[src/pkg/cuw_pkg.sv]
// package: register map, field layout and types of the clock unit mask and write guard
package cuw_pkg;

  // ------------------------------------------------------------
  // register offsets
  // ------------------------------------------------------------
  localparam logic [7:0] OFF_PLL_SETUP     = 8'h00;
  localparam logic [7:0] OFF_DIVIDER_SETUP = 8'h04;
  localparam logic [7:0] OFF_CLOCK_FLAGS   = 8'h08;
  localparam logic [7:0] OFF_CLOCK_MODE    = 8'h0c;
  localparam logic [7:0] OFF_IRQ_MASKING   = 8'h10;
  localparam logic [7:0] OFF_WRITE_GUARD   = 8'h14;

  // ------------------------------------------------------------
  // field positions
  // ------------------------------------------------------------
  localparam int BIT_LOCK_GAIN   = 15;
  localparam int BIT_LOCK_LOST   = 14;
  localparam int BIT_STOP_ENABLE = 0;
  localparam int BIT_UNLOCK      = 0;

  // ------------------------------------------------------------
  // writable masks and reset values
  // ------------------------------------------------------------
  localparam logic [15:0] MASK_PLL_SETUP   = 16'h43ff;
  localparam logic [15:0] MASK_DIVIDER     = 16'h001f;
  localparam logic [15:0] MASK_CLOCK_MODE  = 16'h000f;
  localparam logic [15:0] MASK_IRQ_MASKING = 16'hc001;
  localparam logic [15:0] MASK_WRITE_GUARD = 16'h0001;
  localparam logic [15:0] RST_PLL_SETUP    = 16'h0000;
  localparam logic [15:0] RST_DIVIDER      = 16'h0000;
  localparam logic [15:0] RST_CLOCK_MODE   = 16'h0000;
  localparam logic [15:0] RST_IRQ_MASKING  = 16'h0000;
  localparam logic [15:0] RST_WRITE_GUARD  = 16'h0000;

  // ------------------------------------------------------------
  // carrier for the protected clock settings
  // ------------------------------------------------------------
  typedef struct packed {
    logic [15:0] pll_setup;
    logic [15:0] divider_setup;
    logic [15:0] clock_mode_control;
  } cuw_clk_cfg_t;

  // ------------------------------------------------------------
  // apb access decode states
  // ------------------------------------------------------------
  typedef enum logic [1:0] {
    CUW_IDLE   = 2'b00,
    CUW_ACCESS = 2'b01
  } cuw_state_t;

endpackage

[src/design/cuw_sync.sv]
// module: two flip-flop synchroniser for one level
`timescale 1ns/100ps
`default_nettype none

module cuw_sync
  import cuw_pkg::*;
(
  // clock and reset
  input  wire logic pclk,
  input  wire logic presetn,
  input  wire logic clk_en,
  // level in and out
  input  wire logic async_in,
  output logic      sync_out
);

  logic stage1_ff;
  logic stage2_ff;
  logic nxt_stage1;
  logic nxt_stage2;

  always_comb
  begin
    nxt_stage1 = stage1_ff;
    nxt_stage2 = stage2_ff;
    if (clk_en)
    begin
      nxt_stage1 = async_in;
      nxt_stage2 = stage1_ff;
    end
  end

  always_ff @(posedge pclk or negedge presetn)
  begin
    if (!presetn)
    begin
      stage1_ff <= 1'b0;
      stage2_ff <= 1'b0;
    end
    else
    begin
      stage1_ff <= nxt_stage1;
      stage2_ff <= nxt_stage2;
    end
  end

  assign sync_out = stage2_ff;

endmodule

`default_nettype wire

[src/design/cuw_top.sv]
// module: clock unit interrupt mask, lock flags and write guard behind apb
//
// Local design decision: the APB slave port.
`timescale 1ns/100ps
`default_nettype none

module cuw_top
  import cuw_pkg::*;
(
  // clock, reset and enable
  input  wire logic        pclk,
  input  wire logic        presetn,
  input  wire logic        clk_en,
  // apb slave
  input  wire logic        psel,
  input  wire logic        penable,
  input  wire logic        pwrite,
  input  wire logic [7:0]  paddr,
  input  wire logic [31:0] pwdata,
  output logic [31:0]      prdata,
  output logic             pready,
  output logic             pslverr,
  // pll lock pin
  input  wire logic        pll_lock,
  // read-only clock status bits 6:0
  input  wire logic [6:0]  clk_status,
  // outputs to the clock unit
  output cuw_clk_cfg_t     clk_cfg,
  output logic             stop_enable,
  output logic             unit_irq
);

  // ------------------------------------------------------------
  // helpers
  // ------------------------------------------------------------
  function automatic logic is_protected(input logic [7:0] a);
    is_protected = (a == OFF_PLL_SETUP) || (a == OFF_DIVIDER_SETUP)
                   || (a == OFF_CLOCK_MODE);
  endfunction

  function automatic logic is_mapped(input logic [7:0] a);
    is_mapped = is_protected(a) || (a == OFF_CLOCK_FLAGS)
                || (a == OFF_IRQ_MASKING) || (a == OFF_WRITE_GUARD);
  endfunction

  function automatic logic [15:0] merge(input logic [15:0] old_v,
                                        input logic [15:0] wd,
                                        input logic [15:0] msk);
    merge = (old_v & ~msk) | (wd & msk);
  endfunction

  // ------------------------------------------------------------
  // lock pin synchroniser and edge detect
  // ------------------------------------------------------------
  logic lock_sync;
  logic lock_prev_ff;
  logic nxt_lock_prev;
  logic lock_rise;
  logic lock_fall;

  cuw_sync u_lock_sync (
    .pclk     (pclk),
    .presetn  (presetn),
    .clk_en   (clk_en),
    .async_in (pll_lock),
    .sync_out (lock_sync)
  );

  assign lock_rise = lock_sync & ~lock_prev_ff;
  assign lock_fall = ~lock_sync & lock_prev_ff;

  // ------------------------------------------------------------
  // apb access state
  // ------------------------------------------------------------
  cuw_state_t  state_ff;
  cuw_state_t  nxt_state;
  logic        acc_done;
  logic        wr_done;
  logic        rd_take;

  always_comb
  begin
    nxt_state = state_ff;
    if (clk_en)
    begin
      case (state_ff)
        CUW_IDLE:
        begin
          if (psel && !penable)
            nxt_state = CUW_ACCESS;
        end
        CUW_ACCESS:
        begin
          nxt_state = CUW_IDLE;
        end
        default:
        begin
          nxt_state = CUW_IDLE;
        end
      endcase
    end
  end

  // answer in the first access cycle
  assign pready   = clk_en && psel && penable && (state_ff == CUW_ACCESS);
  assign pslverr  = pready && !is_mapped(paddr);
  assign acc_done = pready && is_mapped(paddr);
  assign wr_done  = acc_done && pwrite;
  // a read is captured at the setup edge so that prdata comes from a flop
  assign rd_take  = clk_en && psel && !penable && !pwrite && (state_ff == CUW_IDLE)
                    && is_mapped(paddr);

  // ------------------------------------------------------------
  // registers
  // ------------------------------------------------------------
  cuw_clk_cfg_t cfg_ff;
  cuw_clk_cfg_t nxt_cfg;
  logic [15:0]  mask_ff;
  logic [15:0]  nxt_mask;
  logic         unlock_ff;
  logic         nxt_unlock;
  logic         gain_flag_ff;
  logic         nxt_gain_flag;
  logic         lost_flag_ff;
  logic         nxt_lost_flag;
  logic [31:0]  rdata_ff;
  logic [31:0]  nxt_rdata;
  logic [15:0]  wd16;
  logic         prot_ok;

  assign wd16    = pwdata[15:0];
  assign prot_ok = wr_done && is_protected(paddr) && unlock_ff;

  always_ff @(posedge pclk or negedge presetn)
  begin
    if (!presetn)
      state_ff <= CUW_IDLE;
    else
      state_ff <= nxt_state;
  end

  // ------------------------------------------------------------
  // protected settings and write unlock
  // ------------------------------------------------------------
  // writes only land with pready, which already carries clk_en
  always_comb
  begin
    nxt_cfg    = cfg_ff;
    nxt_unlock = unlock_ff;
    if (prot_ok)
    begin
      if (paddr == OFF_PLL_SETUP)
        nxt_cfg.pll_setup = merge(cfg_ff.pll_setup, wd16, MASK_PLL_SETUP);
      else if (paddr == OFF_DIVIDER_SETUP)
        nxt_cfg.divider_setup = merge(cfg_ff.divider_setup, wd16, MASK_DIVIDER);
      else
        nxt_cfg.clock_mode_control = merge(cfg_ff.clock_mode_control, wd16,
                                           MASK_CLOCK_MODE);
      nxt_unlock = 1'b0;
    end
    else if (wr_done && paddr == OFF_WRITE_GUARD)
      nxt_unlock = wd16[BIT_UNLOCK];
  end

  always_ff @(posedge pclk or negedge presetn)
  begin
    if (!presetn)
    begin
      cfg_ff    <= '{RST_PLL_SETUP, RST_DIVIDER, RST_CLOCK_MODE};
      unlock_ff <= RST_WRITE_GUARD[BIT_UNLOCK];
    end
    else
    begin
      cfg_ff    <= nxt_cfg;
      unlock_ff <= nxt_unlock;
    end
  end

  // ------------------------------------------------------------
  // interrupt enables and stop permission
  // ------------------------------------------------------------
  always_comb
  begin
    nxt_mask = mask_ff;
    if (wr_done && paddr == OFF_IRQ_MASKING)
      nxt_mask = wd16 & MASK_IRQ_MASKING;
  end

  always_ff @(posedge pclk or negedge presetn)
  begin
    if (!presetn)
      mask_ff <= RST_IRQ_MASKING;
    else
      mask_ff <= nxt_mask;
  end

  // ------------------------------------------------------------
  // lock flags
  // ------------------------------------------------------------
  always_comb
  begin
    nxt_gain_flag = gain_flag_ff;
    nxt_lost_flag = lost_flag_ff;
    nxt_lock_prev = lock_prev_ff;
    if (clk_en)
    begin
      nxt_lock_prev = lock_sync;
      // write one clears, a new edge in the same cycle wins
      if (wr_done && paddr == OFF_CLOCK_FLAGS && wd16[BIT_LOCK_GAIN])
        nxt_gain_flag = 1'b0;
      if (wr_done && paddr == OFF_CLOCK_FLAGS && wd16[BIT_LOCK_LOST])
        nxt_lost_flag = 1'b0;
      if (lock_rise)
        nxt_gain_flag = 1'b1;
      if (lock_fall)
        nxt_lost_flag = 1'b1;
    end
  end

  always_ff @(posedge pclk or negedge presetn)
  begin
    if (!presetn)
    begin
      gain_flag_ff <= 1'b0;
      lost_flag_ff <= 1'b0;
      lock_prev_ff <= 1'b0;
    end
    else
    begin
      gain_flag_ff <= nxt_gain_flag;
      lost_flag_ff <= nxt_lost_flag;
      lock_prev_ff <= nxt_lock_prev;
    end
  end

  // ------------------------------------------------------------
  // read data
  // ------------------------------------------------------------
  // loaded at the setup edge, it stands through the ready cycle and is zero after it
  always_comb
  begin
    nxt_rdata = rdata_ff;
    if (clk_en)
    begin
      nxt_rdata = 32'h0000_0000;
      if (rd_take)
      begin
        if (paddr == OFF_PLL_SETUP)
          nxt_rdata[15:0] = {lock_sync, cfg_ff.pll_setup[14:0]};
        else if (paddr == OFF_DIVIDER_SETUP)
          nxt_rdata[15:0] = cfg_ff.divider_setup;
        else if (paddr == OFF_CLOCK_FLAGS)
          nxt_rdata[15:0] = {gain_flag_ff, lost_flag_ff, 7'h00, clk_status};
        else if (paddr == OFF_CLOCK_MODE)
          nxt_rdata[15:0] = cfg_ff.clock_mode_control;
        else if (paddr == OFF_IRQ_MASKING)
          nxt_rdata[15:0] = mask_ff;
        else
          nxt_rdata[15:0] = {15'h0000, unlock_ff};
      end
    end
  end

  always_ff @(posedge pclk or negedge presetn)
  begin
    if (!presetn)
      rdata_ff <= 32'h0000_0000;
    else
      rdata_ff <= nxt_rdata;
  end

  // ------------------------------------------------------------
  // outputs
  // ------------------------------------------------------------
  assign prdata      = rdata_ff;
  assign clk_cfg     = cfg_ff;
  assign stop_enable = mask_ff[BIT_STOP_ENABLE];
  assign unit_irq    = (gain_flag_ff && mask_ff[BIT_LOCK_GAIN])
                       || (lost_flag_ff && mask_ff[BIT_LOCK_LOST]);

endmodule

`default_nettype wire

[config.mk]
export PLATFORM = sky130hd
export DESIGN_NAME = cuw_top
export DESIGN_NICKNAME = d
export VERILOG_FILES = /design/src/pkg/cuw_pkg.sv /design/src/design/cuw_sync.sv /design/src/design/cuw_top.sv
export SDC_FILE = /design/constraint.sdc
export NUM_CORES = 1
export LEC_CHECK = 0
export BUFFER_PORTS_ARGS = -buffer_cell sky130_fd_sc_hd__buf_2
export CORE_MARGIN = 2
export CORE_UTILIZATION = 30
export DETAILED_ROUTE_END_ITERATION = 8
export HOLD_SLACK_MARGIN = 0.03
export REMOVE_ABC_BUFFERS = 1
export SLEW_MARGIN = 30
export SYNTH_ARGS = -nofsm -noshare
export SYNTH_HDL_FRONTEND = slang
export SYNTH_SLANG_ARGS = --single-unit
[constraint.sdc]
create_clock -name pclk -period 1.8 [get_ports pclk]
set_clock_uncertainty 0.05 [all_clocks]
set_input_delay 0.09 -clock pclk [delete_from_list [all_inputs] [get_ports pclk]]
set_output_delay 0.09 -clock pclk [all_outputs]
set_load 0.02 [all_outputs]
# Word level (Yosys, flattened, before mapping)
# Cells that the tools add are included.
# Widths: inputs -> output; s select.
[word_totals] ff_bits=75 input_bits=54 output_inout_bits=84 wordCells=82
[classes] eq_ne=7 muxes=14 n_bitwise=9 reduce_logical=40
[ops] op="$mux 16" count=6
[ops] op="$logic_and 1x1->1" count=20
[ops] op="$eq 8x4->1 const B" count=2
[ops] op="$eq 8x5->1 const B" count=2
[ops] op="$or 16x15->16" count=1
[ops] op="$or 16x4->16" count=1
[ops] op="$or 16x5->16" count=1
[ops] op="$eq 8x3->1 const B" count=1
[ops] op="$logic_not 8->1" count=1
[ops] op="$reduce_and 2->1" count=4
[ops] op="$logic_or 1x1->1" count=6
[ops] op="$mux 1" count=6
[ops] op="$reduce_and 3->1" count=2
[ops] op="$reduce_bool 2->1" count=3
[ops] op="$mux 2" count=2
[ops] op="$not 1->1" count=4
[ops] op="$logic_not 1->1" count=3
[ops] op="$and 1x1->1" count=2
[ops] op="$eq 2x1->1 const B" count=1
[ops] op="$logic_not 2->1" count=1
[ops] op="$ne 2x2->1 const B" count=1

# Logic depth before layout (Yosys ltp)
[depth] depth_word=12 mapped_depth=6 mapped_depth_nobuf=4

# Modules after synthesis
# A second synthesis with hierarchy kept.
[unflattened] cells_unflattened=225 area_unflattened_um2=2454.9
[modules_own_cells] module="cuw_top" n_inst=1 cells_each=221 area_each_um2=2382.3 seq_area_each_um2=1026.0
[modules_own_cells] module="cuw_sync" n_inst=1 cells_each=4 area_each_um2=72.6 seq_area_each_um2=50.0

# Worst setup path after synthesis
# No wires, ideal clock.
[synth_path] path_type="reg-to-reg" start="reg state_ff[0]" end="reg cfg_ff (netlist bit clk_cfg[0])" setup_ns=0.125 arrival_ns=1.571 required_time_ns=1.625 path_slack_ns=0.054 stages_incl_launch_ff=7 path_buffers=2 period_less_slack_ns=1.746 path_cell_list="dfrtp_1 > and4_1 > and2_0 > clkbuf_2 > and3_1 > buf_2 > mux2_2"
[synth_between] elab_chain_len=7
[synth_lines] element="from (decl)" line_no="cuw_top.sv:75" source="cuw_state_t state_ff;"
[synth_lines] element="from (signal assigned)" line_no="cuw_top.sv:139" source="state_ff <= nxt_state;"
[synth_lines] element="$eq 2x1->1" line_no="cuw_top.sv:105" source="assign pready = clk_en && psel && penable && (state_ff == CUW_ACCESS);"
[synth_lines] element="$logic_and 1x1->1" line_no="cuw_top.sv:105"
[synth_lines] element="named net pready" line_no="cuw_top.sv:21" source="output logic pready,"
[synth_lines] element="$logic_and 1x1->1" line_no="cuw_top.sv:107" source="assign acc_done = pready && is_mapped(paddr);"
[synth_lines] element="$logic_and 1x1->1" line_no="cuw_top.sv:108" source="assign wr_done = acc_done && pwrite;"
[synth_lines] element="$logic_and 1x1->1 (2 in series)" line_no="cuw_top.sv:132" source="assign prot_ok = wr_done && is_protected(paddr) && unlock_ff;"
[synth_lines] element="$reduce_and 3->1 (no source line)"
[synth_lines] element="to (signal assigned)" line_no="cuw_top.sv:169" source="cfg_ff <= '{RST_PLL_SETUP, RST_DIVIDER, RST_CLOCK_MODE};"
[synth_lines] element="to (signal assigned)" line_no="cuw_top.sv:174" source="cfg_ff <= nxt_cfg;"
[synth_lines] element="to (decl)" line_no="cuw_top.sv:116" source="cuw_clk_cfg_t cfg_ff;"
# The timed path passes the listed nets, and every way through them passes these cells.
# A chain may end at the register's enable or synchronous reset.

# Final worst setup path
[layout_path] start="reg state_ff[0]" end="reg cfg_ff (netlist bit clk_cfg[32])"
[layout_between] elab_chain_len=7
[layout_lines] element="$eq 2x1->1" line_no="cuw_top.sv:105"
[layout_lines] element="$logic_and 1x1->1" line_no="cuw_top.sv:105"
[layout_lines] element="$logic_and 1x1->1" line_no="cuw_top.sv:107"
[layout_lines] element="$logic_and 1x1->1" line_no="cuw_top.sv:108"
[layout_lines] element="$logic_and 1x1->1 (2 in series)" line_no="cuw_top.sv:132"
[layout_lines] element="$reduce_and 2->1 (no source line)"
# Every way passes these cells.

==> impl_metrics.toml <==
[setup_path]
rrSetupSlack_ps = 120
cp_slowest_cell = "dfrtp_1"
path_max_fanout = 5
cp-start-kind = "flop"
cp-end-kind = "flop"
worstPathCellList = "and4_1 -> and2_2 -> nand4_2 -> buf_4 -> mux2_2"
cpPeakStageDelay_ps = 400
timing.rr.start = "state_ff[0]$_DFFE_PN0P_"
reg2reg_to = "clk_cfg[32]$_DFFE_PN0P_"
crit_type = "flop to flop"
critPathArrivalTime_ps = 1810
cp_data_required_time_ps = 1930
reg2reg_depth = 5

[timing]
holdWs_ps = 45.31
fmax_ghz = 0.5962
finalCriticalPeriod_ps = 1677
maxSlewViolCount = 0
setup_viol_count_final = 0
slew_headroom_pct = 62.76
rsz0062_at_grt = "no"
final-hold-violation-count = 0
worst_pin_slew_ps = 558.5
min_period_over_period_pct = 93.19

[job]
cap_violations = 0

[finish]
drive_gt1_share_pct = 41.10
antennaDiodeCount = 0
fin_area_mm2 = 0.003117
finalNetCount = 379
syn_to_final_growth_pct = 27.42

[drt]
dr.pass1.iters = 4
vias = 1915
detail_route.wl_per_cell_um = 14.09
drtIter0Drc = 73
drc = 0
ant_nets = 0
viasPerCell = 4.474
routed_wl_um = 6031

[yosys]
synthArstFlopShare_pct = 100.0
synth_cell_types = 45
seq_area_frac_synth_pct = 43.99
synthFlopType = "dfrtp_1"
synth_area_leaders = "dfrtp_1 44%, buf_4 14%, mux2_2 6.4%, mux2_4 6.1%, inv_1 2.5%"
synth-seq-cells = 43
synth_edf_count = 0
synthMostInstantiatedCell = "buf_4"
ys.warnings.count = 0
synth_top_area_cell = "dfrtp_1"
synth_area_mm2 = 0.002446
synth_top_area_share_pct = 43.99
yosys-top-cells-count = "47 x buf_4, 43 x dfrtp_1, 16 x inv_1, 14 x mux2_2, 13 x nand2_1"
syn_inst = 224
syn_area_per_cell_um2 = 10.92

[power_and_ir_drop]
sw_frac_of_total_pct = 25.72
power_density_mw_per_mm2 = 654.6
p_seq_share_pct = 48.2
p_clk_share_pct = 38.6
p_comb_share_pct = 13.2
p_int_mw = 1.515
p_sw_mw = 0.5248
leakage_nw = 1.700
peakVddDrop_v = 0.0002892

[clocking]
ctsHtreeMaxLevel = 2
cts_buffer_depth = 2
cts_tree = "done"
clock_latency_ps = 290
cts-root-buf = "clkbuf_8"
clkTransAtPathRegs_ps = 80
cts_buffers = 5
cts_sinks = 43

[global_route]
grt_max_degree = 24
grt_pass1_vias = 1764
antenna_found_initial = 0
grt_pass1_wl_um = 9328
grt_overflow = 0
gr-usage-all-layers_pct = 13.74

[die]
die_h_um = 94.30
die-area_mm2 = 0.008892
rows = 32
die_w_um = 94.30
core_mm2 = 0.007807
io_pins = 138
initial_utilization_pct = 31.33

[placement]
gp_congestion = 0.8649
placed_area_mm2 = 0.002846
hpwl_um = 4699
io_buffers = 73

[min_path]
min_to = "clk_cfg[16]$_DFFE_PN0P_"
min_from = "pwdata[0]"
holdPathStages = 2
hold_class = "input pin to flop"

[run_status]
status = "finished, final reports clean"
[worst max-delay path by stage]
stage | to | startpoint | depth (start not counted)
5_1_grt | clk_cfg[34]$_DFFE_PN0P_ | state_ff[0]$_DFFE_PN0P_ | 5
6_report | clk_cfg[32]$_DFFE_PN0P_ | state_ff[0]$_DFFE_PN0P_ | 5
3_3_place_gp | clk_cfg[46]$_DFFE_PN0P_ | paddr[7] | 6
3_5_place_dp | clk_cfg[0]$_DFFE_PN0P_ | paddr[7] | 5
4_1_cts | clk_cfg[34]$_DFFE_PN0P_ | state_ff[0]$_DFFE_PN0P_ | 5
2_1_floorplan | clk_cfg[33]$_DFFE_PN0P_ | state_ff[0]$_DFFE_PN0P_ | 4
[critical path, delay by kind of cell (launching register included)]
| family | cells | cell delay [ps] |
|---|---|---|
| AND/OR/NAND/NOR | 3 | 590 |
| flip-flops | 1 | 400 |
| multiplexers | 1 | 340 |
| buffers and inverters | 1 | 190 |
[area by class of cell]
class	count	area, um2
Clock buffer	6	82.58
Clock inverter	2	35.03
Sequential cell	43	1076
Fill cell	802	4691
Timing Repair Buffer	106	663.1
Tap cell	102	127.6
Inverter	16	60.06
Multi-Input combinational cell	153	1072
[placed cells by master, fill, tap and decap left out, types with 2 or more instances in the layout]
master         netlist  final
buf_4               47     17
nor2_1               4      4
nand3_1              4      4
dfrtp_1             43     43
mux2i_1              5      5
mux2_2              14     14
o22ai_1              5      5
nand4_2              2      2
a31oi_1              3      3
dlygate4sd3_1        0     15
nor4_1               4      4
nand2_1             13     13
o221ai_1             3      3
nor3_1               2      2
conb_1               1     44
or4_4                2      2
and3_2               1      2
inv_1               16     16
a32o_1               2      2
clkbuf_8             0      6
a32oi_1              2      2
mux2_4              10     10
and3_1               4      3
buf_2                2     73
nor2b_1              2      2
o21ai_0              9      9
[registers in the layout (all words and copies together) (netlist names)]
| signal | cells |
|---|---|
| u_lock_sync.stage1_ff | 1 |
| clk_cfg | 20 |
| unlock_ff | 1 |
| lock_prev_ff | 1 |
| lost_flag_ff | 1 |
| state_ff | 1 |
| prdata | 13 |
| mask_ff | 3 |
| u_lock_sync.sync_out | 1 |
| gain_flag_ff | 1 |
[logic make-up after synthesis]
logic type / count (synthesis) / share of synthesized area [%]
other: 1 / 0.1533
AND/OR/NAND/NOR: 48 / 12.69
buffers and inverters: 71 / 18.87
flip-flops: 43 / 43.99
multiplexers: 30 / 15.55
AO/OA/AOI/OAI: 31 / 8.747
[repair_timing]
item / 4_1_cts / 5_1_grt
resized for setup: 2 / 1
setup endpoints to repair: 13 / 12
setup buffers: 0 / 0
endpoints found under the hold margin: 44 / 0
hold buffers: 15 / 0
[power by group through the flow]
stage | Combinational, mW | Clock (mW) | Sequential [mW]
final | 0.269 | 0.787 | 0.984
after global routing | 0.298 | 0.857 | 0.986
after CTS | 0.271 | 0.819 | 0.984
after detailed placement | 0.245 | 0 | 1.00
after global placement | 0.243 | 0 | 1.00
after floorplan | 0.126 | 0 | 1.00
[routing by layer]
layer  global-route usage [%]  wire length [um]
met1                    19.09              2805
met2                    21.67              2717
met3                    2.568               423
met4                    4.227                84
met5                        0                 0
[through the flow]
| step | TNS [ps] | instances | setup slack (ps) | total power, mW | utilization, % |
|---|---|---|---|---|---|
| 2_1_floorplan | -2031 | 212 | -186.3 | 1.127 | - |
| 5_1_grt | 0 | 428 | 22.59 | 2.141 | 39.92 |
| 4_1_cts | 0 | 428 | 68.45 | 2.073 | 39.90 |
| 3_5_place_dp | -124.3 | 405 | -38.65 | 1.248 | 36.46 |
| 6_report | 0 | 428 | 122.6 | 2.040 | 39.92 |
| 3_3_place_gp | -96.92 | 405 | -13.65 | 1.245 | 36.46 |
(Power assumes the default switching activity.)
